`src/logic/ascd_regs.vh`:
```
// Summary of operation
// - five fixed prefix reads precede every command
// - reads timed by chip or output enable
// - manual store needed to keep setting
// - six reads back to back, uninterrupted
// - store pin low requests or shows busy
`ifndef ASCD_REGS_VH
`define ASCD_REGS_VH
`define ASCD_ADDR_W      15
`define ASCD_SEQ_A0      15'h0E38
`define ASCD_SEQ_A1      15'h31C7
`define ASCD_SEQ_A2      15'h03E0
`define ASCD_SEQ_A3      15'h3C1F
`define ASCD_SEQ_A4      15'h303F
`define ASCD_CMD_DIS     15'h03F8
`define ASCD_CMD_EN      15'h07F0
`define ASCD_CMD_STORE   15'h0FC0
`define ASCD_CMD_RECALL  15'h0C63
`define ASCD_CMD_DIS_C   2'h0
`define ASCD_CMD_EN_C    2'h1
`define ASCD_CMD_STORE_C 2'h2
`define ASCD_CMD_RECALL_C 2'h3
`define ASCD_CYC_NS      25
`define ASCD_ACC_NS      45
`define ASCD_STROBE_CYC  ((`ASCD_ACC_NS + `ASCD_CYC_NS - 1) / `ASCD_CYC_NS)
`define ASCD_GAP_CYC     1
`endif

```
`src/logic/ascd_host.v`:
```
`timescale 1ns/100ps
`include "ascd_regs.vh"
// host-side sequencer: issues six back-to-back reads and a hardware store
// a command is taken only in idle and while the device is not storing;
// from then on the six reads run with no pause for anything else, so an
// interrupt routine sharing the bus must wait for cmd_done_out
// each read holds its address and strobes for a fixed number of cycles
// sized to cover the slowest access time, which costs a little speed on
// fast parts but needs no wait input from the memory
// the automatic-store setting only survives power loss after a store;
// software follows an enable or disable command with a store command
// a hardware store request is a short low pulse on the open-drain pin;
// the device then holds the pin low itself for as long as it stores
module ascd_host (
    input  wire        clk_in,
    input  wire        rst_n_in,
    input  wire        cmd_valid_in,        // request a command
    input  wire [1:0]  cmd_code_in,         // dis/en/store/recall
    input  wire        use_oe_in,           // time reads with output enable
    input  wire        hw_store_in,         // pulse: request hardware store
    input  wire        store_req_busy_n_in, // store pin level from wire
    output wire        cmd_ready_out,       // sequencer idle and busy_out low
    output reg         cmd_done_out,        // pulse when sixth read ends
    output reg         busy_out,            // store pin seen low: device store or own request
    output reg  [14:0] addr_out,            // address bus
    output reg         ce_n_out,            // chip enable strobe
    output reg         oe_n_out,            // output enable strobe
    output reg         we_n_out,            // write enable, always high
    output reg         store_req_busy_n_out,// drives low for request
    output reg         store_req_busy_n_oe_out // high while driving
);
    // sequencer states: idle, read strobe, gap between reads, store pulse
    localparam ST_IDLE = 2'h0;
    localparam ST_STRB = 2'h1;
    localparam ST_GAP  = 2'h2;
    localparam ST_HSB  = 2'h3;
    localparam [2:0] LAST_STEP = 3'h5;
    // strobe length in cycles, rounded up from the access time
    localparam integer STRB_CYC = `ASCD_STROBE_CYC;
    localparam [3:0] STRB_CNT  = STRB_CYC[3:0];

    reg [1:0]  state_ff;   // sequencer state
    reg [2:0]  step_ff;    // read index 0..5
    reg [3:0]  cnt_ff;     // strobe / gap timer
    reg [1:0]  cmd_ff;     // latched command
    reg        oe_mode_ff; // latched strobe choice
    reg [2:0]  sync_ff;    // store pin synchroniser
    reg [1:0]  nxt_state;
    reg [2:0]  nxt_step;
    reg [3:0]  nxt_cnt;
    wire       take_cmd;   // command accepted on this edge
    wire [1:0] cur_cmd;    // command behind the address being loaded
    wire       cur_oe;     // strobe choice for the read being loaded

    // in idle the request itself is used, later its latched copy
    assign take_cmd = (state_ff == ST_IDLE) && cmd_valid_in && cmd_ready_out;
    assign cur_cmd  = (state_ff == ST_IDLE) ? cmd_code_in : cmd_ff;
    assign cur_oe   = (state_ff == ST_IDLE) ? use_oe_in : oe_mode_ff;

    // address of each step; prefix then chosen command
    function [14:0] step_addr;
        input [2:0] s;
        input [1:0] c;
        begin
            case (s)
                3'h0: step_addr = `ASCD_SEQ_A0;
                3'h1: step_addr = `ASCD_SEQ_A1;
                3'h2: step_addr = `ASCD_SEQ_A2;
                3'h3: step_addr = `ASCD_SEQ_A3;
                3'h4: step_addr = `ASCD_SEQ_A4;
                default: begin
                    case (c)
                        `ASCD_CMD_DIS_C:   step_addr = `ASCD_CMD_DIS;
                        `ASCD_CMD_EN_C:    step_addr = `ASCD_CMD_EN;
                        // store also makes a changed enable setting stick
                        `ASCD_CMD_STORE_C: step_addr = `ASCD_CMD_STORE;
                        default:           step_addr = `ASCD_CMD_RECALL;
                    endcase
                end
            endcase
        end
    endfunction

    // idle only; a store from the device also holds off commands
    assign cmd_ready_out = (state_ff == ST_IDLE) && !busy_out;

    // next-state logic
    always @* begin
        nxt_state = state_ff;
        nxt_step  = step_ff;
        nxt_cnt   = cnt_ff;
        case (state_ff)
            ST_IDLE: begin
                if (cmd_valid_in && cmd_ready_out) begin
                    nxt_state = ST_STRB;
                    nxt_step  = 3'h0;
                    nxt_cnt   = STRB_CNT;
                // a command wins over a store request in the same cycle
                end else if (hw_store_in && !busy_out) begin
                    nxt_state = ST_HSB;
                    nxt_cnt   = STRB_CNT;
                end
            end
            ST_STRB: begin
                // count the strobe down, then gap or finish after the sixth
                if (cnt_ff > 4'h1) begin
                    nxt_cnt = cnt_ff - 4'h1;
                end else if (step_ff == LAST_STEP) begin
                    nxt_state = ST_IDLE;
                end else begin
                    nxt_state = ST_GAP;
                    nxt_cnt   = 4'h1;
                end
            end
            ST_GAP: begin
                // no other access slips in; next read follows at once
                nxt_state = ST_STRB;
                nxt_step  = step_ff + 3'h1;
                nxt_cnt   = STRB_CNT;
            end
            ST_HSB: begin
                // request pulse as long as a read strobe
                if (cnt_ff > 4'h1) begin
                    nxt_cnt = cnt_ff - 4'h1;
                end else begin
                    nxt_state = ST_IDLE;
                end
            end
            default: nxt_state = ST_IDLE;
        endcase
    end

    // state registers; a reset in mid-sequence abandons the command
    always @(posedge clk_in) begin
        if (!rst_n_in) begin
            state_ff <= ST_IDLE;
            step_ff  <= 3'h0;
            cnt_ff   <= 4'h0;
        end else begin
            state_ff <= nxt_state;
            step_ff  <= nxt_step;
            cnt_ff   <= nxt_cnt;
        end
    end

    // store pin synchroniser: the pin comes from outside the clock domain,
    // so three flops; busy changes only once stages two and three agree,
    // which keeps a single sampled glitch from showing
    always @(posedge clk_in) begin
        if (!rst_n_in) begin
            sync_ff  <= 3'h7; // idle pin is pulled high
            busy_out <= 1'b0;
        end else begin
            sync_ff <= {sync_ff[1:0], store_req_busy_n_in};
            if (sync_ff[1] == sync_ff[2]) begin
                busy_out <= !sync_ff[2];
            end
        end
    end

    // command latch: code and strobe choice held for the whole sequence
    always @(posedge clk_in) begin
        if (!rst_n_in) begin
            cmd_ff     <= 2'h0;
            oe_mode_ff <= 1'b0;
        end else if (take_cmd) begin
            cmd_ff     <= cmd_code_in;
            oe_mode_ff <= use_oe_in;
        end
    end

    // completion pulse, one cycle, on the edge that ends the sixth read
    always @(posedge clk_in) begin
        if (!rst_n_in) begin
            cmd_done_out <= 1'b0;
        end else begin
            cmd_done_out <= (state_ff == ST_STRB) && (nxt_state == ST_IDLE);
        end
    end

    // bus pins, registered so address and strobes never glitch;
    // the address is loaded on the same edge at which its strobe falls
    always @(posedge clk_in) begin
        if (!rst_n_in) begin
            addr_out <= 15'h0000;
            ce_n_out <= 1'b1;
            oe_n_out <= 1'b1;
            we_n_out <= 1'b1;
        end else begin
            we_n_out <= 1'b1; // reads only; a write would break the sequence
            if (nxt_state == ST_STRB) begin
                addr_out <= step_addr(nxt_step, cur_cmd);
                ce_n_out <= 1'b0; // both strobes low: a read in either mode
                oe_n_out <= 1'b0;
            end else if (nxt_state == ST_GAP) begin
                // oe mode ends each read but the sixth with oe only, ce stays low
                ce_n_out <= cur_oe ? 1'b0 : 1'b1;
                oe_n_out <= 1'b1;
            end else begin
                // idle or store request: bus released
                ce_n_out <= 1'b1;
                oe_n_out <= 1'b1;
            end
        end
    end

    // open-drain store request: the level is low from the first edge after reset and only the
    // enable moves, so the pin is never driven high against the device
    always @(posedge clk_in) begin
        if (!rst_n_in) begin
            store_req_busy_n_out    <= 1'b1;
            store_req_busy_n_oe_out <= 1'b0;
        end else begin
            store_req_busy_n_out    <= 1'b0;
            store_req_busy_n_oe_out <= (nxt_state == ST_HSB);
        end
    end
endmodule // ascd_host

```
`config.mk`:
```
export PLATFORM = sky130hd
export DESIGN_NAME = ascd_host
export DESIGN_NICKNAME = d
export VERILOG_FILES = /design/src/logic/ascd_host.v
export VERILOG_INCLUDE_DIRS = /design/src /design/src/logic
export SDC_FILE = /design/constraint.sdc
export NUM_CORES = 1
export LEC_CHECK = 0
export ABC_AREA = 1
export BUFFER_PORTS_ARGS = -buffer_cell sky130_fd_sc_hd__buf_2
export CAP_MARGIN = 0
export CORE_UTILIZATION = 54
export DETAILED_ROUTE_END_ITERATION = 8
export GPL_TIMING_DRIVEN = 0
export MAX_ROUTING_LAYER = met4
export PLACE_DENSITY = 0.85
export SETUP_SLACK_MARGIN = 0.02
export SLEW_MARGIN = 5
export SYNTH_ARGS = -nofsm -noshare
export SYNTH_HDL_FRONTEND = slang
export SYNTH_SLANG_ARGS = --single-unit
export TNS_END_PERCENT = 10
```
`constraint.sdc`:
```
create_clock -name clk_in -period 2.1 [get_ports clk_in]
set_clock_uncertainty 0.1 [all_clocks]
set_input_delay 0.105 -clock clk_in [delete_from_list [all_inputs] [get_ports clk_in]]
set_output_delay 0.105 -clock clk_in [all_outputs]
set_load 0.01 [all_outputs]
```
== Yosys cells after proc, flatten, opt, wreduce, memory -nomap -nowiden ==
Cells that the tools add are included.

* Add/sub/neg operators: 2
* Order comparisons: 1
* Equal/unequal tests: 17
* Multiplexer cells: 23
* Reductions and logical operators: 13

{| class="wikitable"
|+ Operator list
! cell !! count
|-
| case mux 14 bit (5 select lines) || 1
|-
| case mux 12 bit (3 select lines) || 1
|-
| two-way mux 4 bit || 5
|-
| case mux 4 bit (4 select lines) || 1
|-
| two-way mux 2 bit || 6
|-
| equality test 2 bit (second input constant) || 5
|-
| case mux 2 bit (4 select lines) || 1
|-
| equality test 2 x 1 -> 1 bit (second input constant) || 3
|-
| equality test 3 x 2 -> 1 bit (second input constant) || 2
|-
| equality test 3 bit (second input constant) || 2
|-
| logical AND 1 bit || 6
|-
| logical NOT 2 bit || 3
|-
| two-way mux 1 bit || 6
|-
| case mux 3 bit (2 select lines) || 1
|-
| > comparator 4 x 1 -> 1 bit (second input constant) || 1
|-
| subtractor 4 x 1 -> 4 bit (second input constant) || 1
|-
| adder 3 x 1 -> 3 bit (second input constant) || 1
|-
| equality test 3 x 1 -> 1 bit (second input constant) || 1
|-
| logical NOT 3 bit || 1
|-
| two-way mux 3 bit || 1
|-
| inequality test 3 x 1 -> 1 bit (second input constant) || 1
|-
| inequality test 3 bit (second input constant) || 1
|-
| AND reduction 3 bit || 1
|-
| logical NOT 1 bit || 2
|-
| other kinds (2) || 2
|}

* Flip-flop bits (word level): 36
* Bits of input ports: 8
* Output and inout port bits: 23
* Word-level logic and storage cells: 69

== Longest topological paths before layout ==
* Depth after elaboration: 8
* Mapped depth: 14
* Gate-level depth less buffers: 14

== Least setup slack after synthesis ==
No wires, ideal clock.

* Kind: reg-to-reg
* Start point: reg cnt_ff[0]
* End point: reg addr_out[3]
* Setup time: 0.109 ns
* Data arrival time: 1.522 ns
* Required time: 1.891 ns
* Path slack: 0.369 ns
* Cell stages (with the launch flop): 15
* Path buffers: 0
* Cells stage by stage: dfxtp_1 inv_1 ha_1 inv_1 nand2_1 nand2_1 nand2_1 nand3_2 nand2_4 nor2_4 nand2_2 nor2_4 nand2_1 nand2_1 inv_1

* Word-level cells in the longest chain between the ends: 4
* Elaborated cells on any way between the ends: 5
* Classes of those cells: order compare (1); eq/ne (1); mux (3)

{| class="wikitable"
|+ Ends and longest elaborated chain
! element !! RTL line !! source
|-
| start: declaration || ascd_host.v:44 || <nowiki>reg [3:0] cnt_ff;</nowiki>
|-
| start signal: assignment || ascd_host.v:142 || <nowiki>cnt_ff <= nxt_cnt;</nowiki>
|-
| > comparator 4 x 1 -> 1 bit (*) || ascd_host.v:106, ascd_host.v:123 ||
|-
| two-way mux 2 bit, on equally long branches || ascd_host.v:123, ascd_host.v:106 ||
|-
| case mux 2 bit (4 select lines) (*) || ascd_host.v:92 || <nowiki>case (state_ff)</nowiki>
|-
| equality test 2 x 1 -> 1 bit (*) || ascd_host.v:191 || <nowiki>if (nxt_state == ST_STRB) begin</nowiki>
|-
| end signal: assignment || ascd_host.v:192 || <nowiki>addr_out <= step_addr(nxt_step, cur_cmd);</nowiki>
|-
| end: declaration || ascd_host.v:25 || <nowiki>output reg [14:0] addr_out,</nowiki>
|}

Mark *: on every way between the ends. The rest lies on a longest branch, timed or not.
A chain may end at the register's enable or synchronous reset.

== Worst setup path in the final report ==
* Start point: reg cnt_ff[0]
* End point: reg addr_out[10]

The elaborated chain is that of the path after synthesis.

==> results.md <==
- Syn Nets: 227
- Net Sw Power: between 1 and 1.5 mW
- Via density: 4.889
- Unrepaired setup endpoints after global routing: no
- CTS buffer count: 5
- Mean area per synthesized cell: roughly 7.3 um2
- Pwr dens: 1454 nW/um2
- R2R Path Start: cnt_ff[0]
- Die area: approximately 3100 um2
- Uppermost layer routed: met4
- CTS tree: built
- Period utilization: approximately nine tenths
- Initial antenna violation count: 0
- HP Class: input port to flip-flop
- Total Neg Setup Slack: 0 ns
- Overflow left after global routing: 0
- Synth Instances: between 200 and 250
- Met1 WL: between 1000 and 1500 um
- Largest net degree at the start of global routing: 11
- Critical path required time: between 2 and 2.5 ns
- Fill count: roughly 240
- Vias: 1,413
- Clk_lat worst skew: between 0.3 and 0.4 ns
- DR pass1 iterations: 4
- Commonest non-fill, non-tap cell in the layout: nand2_1
- Port Buffers: 28
- DRT iter0 DRCs: 40
- Routed Antenna Nets: 0
- Fmax: roughly 530 MHz
- Final Setup Violations: 0
- Cell area after synthesis: 1568 um2
- Sequential fraction of the synthesis area: between 30% and 40%
- P_leak: between 0.9 and 1 nW
- Routed wire length: roughly 3000 um
- Worst path bufs/invs: 3
- First-pass GRT wire length: between 5000 and 6000 um
- #FFs+latches synth: 31
- Clk sinks: 31
- RePlAce Congestion: roughly 0.83
- Startpoint types: flip-flop
- Worst setup margin: between 0.2 and 0.25 ns
- Slew Limit Fails: 0
- Most frequent cells in the layout: nand2_1, dfxtp_1, buf_2
- # DRC: 0
- Die Ht: 55.88 um
- Outcome: finished, final reports clean
- Slowest CP cell: dfxtp_2
- MaxCap Viol Count: 0
- Wire length on met3: 138 um
- HPWL after DPL: 2135 um
- Fin nets: around 270
- GR Util All Layers: between 20 and 25%
- Longest Clk Path Bufs: 2
- Pint: ~1.6 mW
- IO Pins: 31
- H-tree levels: 2
- Crit-path leading delay family: simple AND/OR/NAND/NOR gates
- Area Overhead vs Synth: 21.31%
- Hold path start: cmd_valid_in
- Crit path largest cell delay: roughly 0.35 ns
- CP Class: flip-flop to flip-flop
- Crit path DAT: 2.02 ns
- Share of layout cells above drive strength 1: 27.52%
- Clk pwr share: between 10% and 20%
- Antenna fix cells: 0
- Metal2 WL: roughly 1400 um
- Standard-cell rows: 19
- Crit-path max FO: 6
- Clock-pin slew on the worst setup and hold paths: around 0.090 ns
- Reg power frac: roughly 31%
- Final hold viol count: 0
- Setup slack after placement: 0.1526 ns
- Worst Setup SP: cnt_ff[0]
- DR WL/cell: approximately 10 um
- Die W: around 56 um
- VDD IR max: 1.117 mV
- Logic gate share of total power: around half
- YS warnings: 0
- Library cells used by synthesis: 33
- Final Critical Period: ~1.9 ns
- Sw Share: a little over two fifths
- Worst-path cell chain: inv_1, ha_1, inv_1, nand2_1, nand2_2, nand2_1, nand3_2, nand2_4, nor2_4, buf_4, nand3_1, nor2_1, nor2_1
- Initial Util: a little under three fifths
- Crit. End Element: flip-flop
- Root Driver: clkbuf_4
- Core area: 2758 um2
- Vias in the first global route: about 1,300
==> routing by layer <==
| layer | GRT usage, % | vias to the layer above |
|---|---|---|
| met2 | 35.80 | 36 |
| met4 | 10.80 | 0 |
| met3 | 5.581 | 8 |
| met1 | 25.81 | 618 |
| met5 | - | - |
| li1 | - | 751 |
==> cell usage after synthesis, drive strengths merged <==
cell	number	area [um2]
o21a	4	30.03
a21oi	10	53.80
conb	2	7.510
o22ai	1	12.51
nand2	57	229.0
o21ai	18	105.1
nor3	4	20.02
clkbuf	1	3.750
clkinv	1	3.750
or2	2	12.51
a31oi	1	6.260
ha	4	50.05
nand3	12	70.07
a31o	1	8.760
nor2	26	138.9
o21bai	1	7.510
inv	30	115.1
dfxtp	31	620.6
buf	9	72.56
==> final cells by class <==
class	instances	area [um2]	share of cell area, %
well taps	31	38.79	2.039
flip-flops and latches	31	621.8	32.70
clock buffers	6	51.30	2.697
clock inverters	2	35.03	1.842
plain buffers	10	76.32	4.013
multi-input cells	143	754.5	39.67
inverters	31	118.9	6.250
repair buffers	35	205.2	10.79
==> registers in the layout (all words and copies together), names as in the netlist, 2 cells and up <==
signal	cells
addr_out	10
cnt_ff	4
step_ff	3
sync_ff	3
cmd_ff	2
state_ff	2
==> timing repair <==
| item | in CTS | in global routing |
|---|---|---|
| buffers inserted | 0 | 2 |
| hold buffers | 5 | 0 |
| hold endpoints to repair | 5 | 0 |
| endpoints found under the setup margin | 0 | 5 |
| gates resized for setup | 0 | 2 |
==> worst min-delay path: stages <==
cell,delay (ns)
buf_2,0.11
nand2_1,0.15
a21oi_1,0.09
==> per-stage QoR <==
stage                     instance area (um2)  instances  util, %  hold slack, ns  total power [mW]
final                                    1902        289    68.97         0.06353             2.764
after floorplan                          1568        215        -          0.1116             1.900
after global placement                   1747        274    63.34          0.1980             2.184
after CTS                                1883        287    68.28         0.06708             2.707
after detailed placement                 1747        274    63.34          0.2002             2.207
after global routing                     1902        289    68.97          0.1032             3.022
==> cell families (layout without fill, tap and decap cells) <==
kind of cell / Yosys count / in the layout / share of synthesized area (%)
simple gates: 101 / 101 / 30.01
fa+ha+maj: 4 / 4 / 3.192
compound gates: 36 / 36 / 14.29
other cells: 2 / 2 / 0.4790
buf+inv: 41 / 84 / 12.45
flops: 31 / 31 / 39.59
==> final timing paths <==
path | slack [ns] | cells after the start | end
worst min register to register | 0.31 | 1 | busy_out
worst min-delay path | 0.06 | 3 | cmd_ff[1]
worst max-delay path | 0.21 | 13 | addr_out[10]
worst max register to register | 0.21 | 13 | addr_out[10]
==> power by group through the flow <==
stage	Clock [mW]	Combinational, mW	Sequential (mW)
after floorplan	0	0.988	0.912
after global placement	0	1.32	0.863
after detailed placement	0	1.34	0.867
after CTS	0.495	1.36	0.854
after global routing	0.521	1.62	0.879
final	0.484	1.42	0.856
No activity file was read; power rests on OpenSTA's default activity.
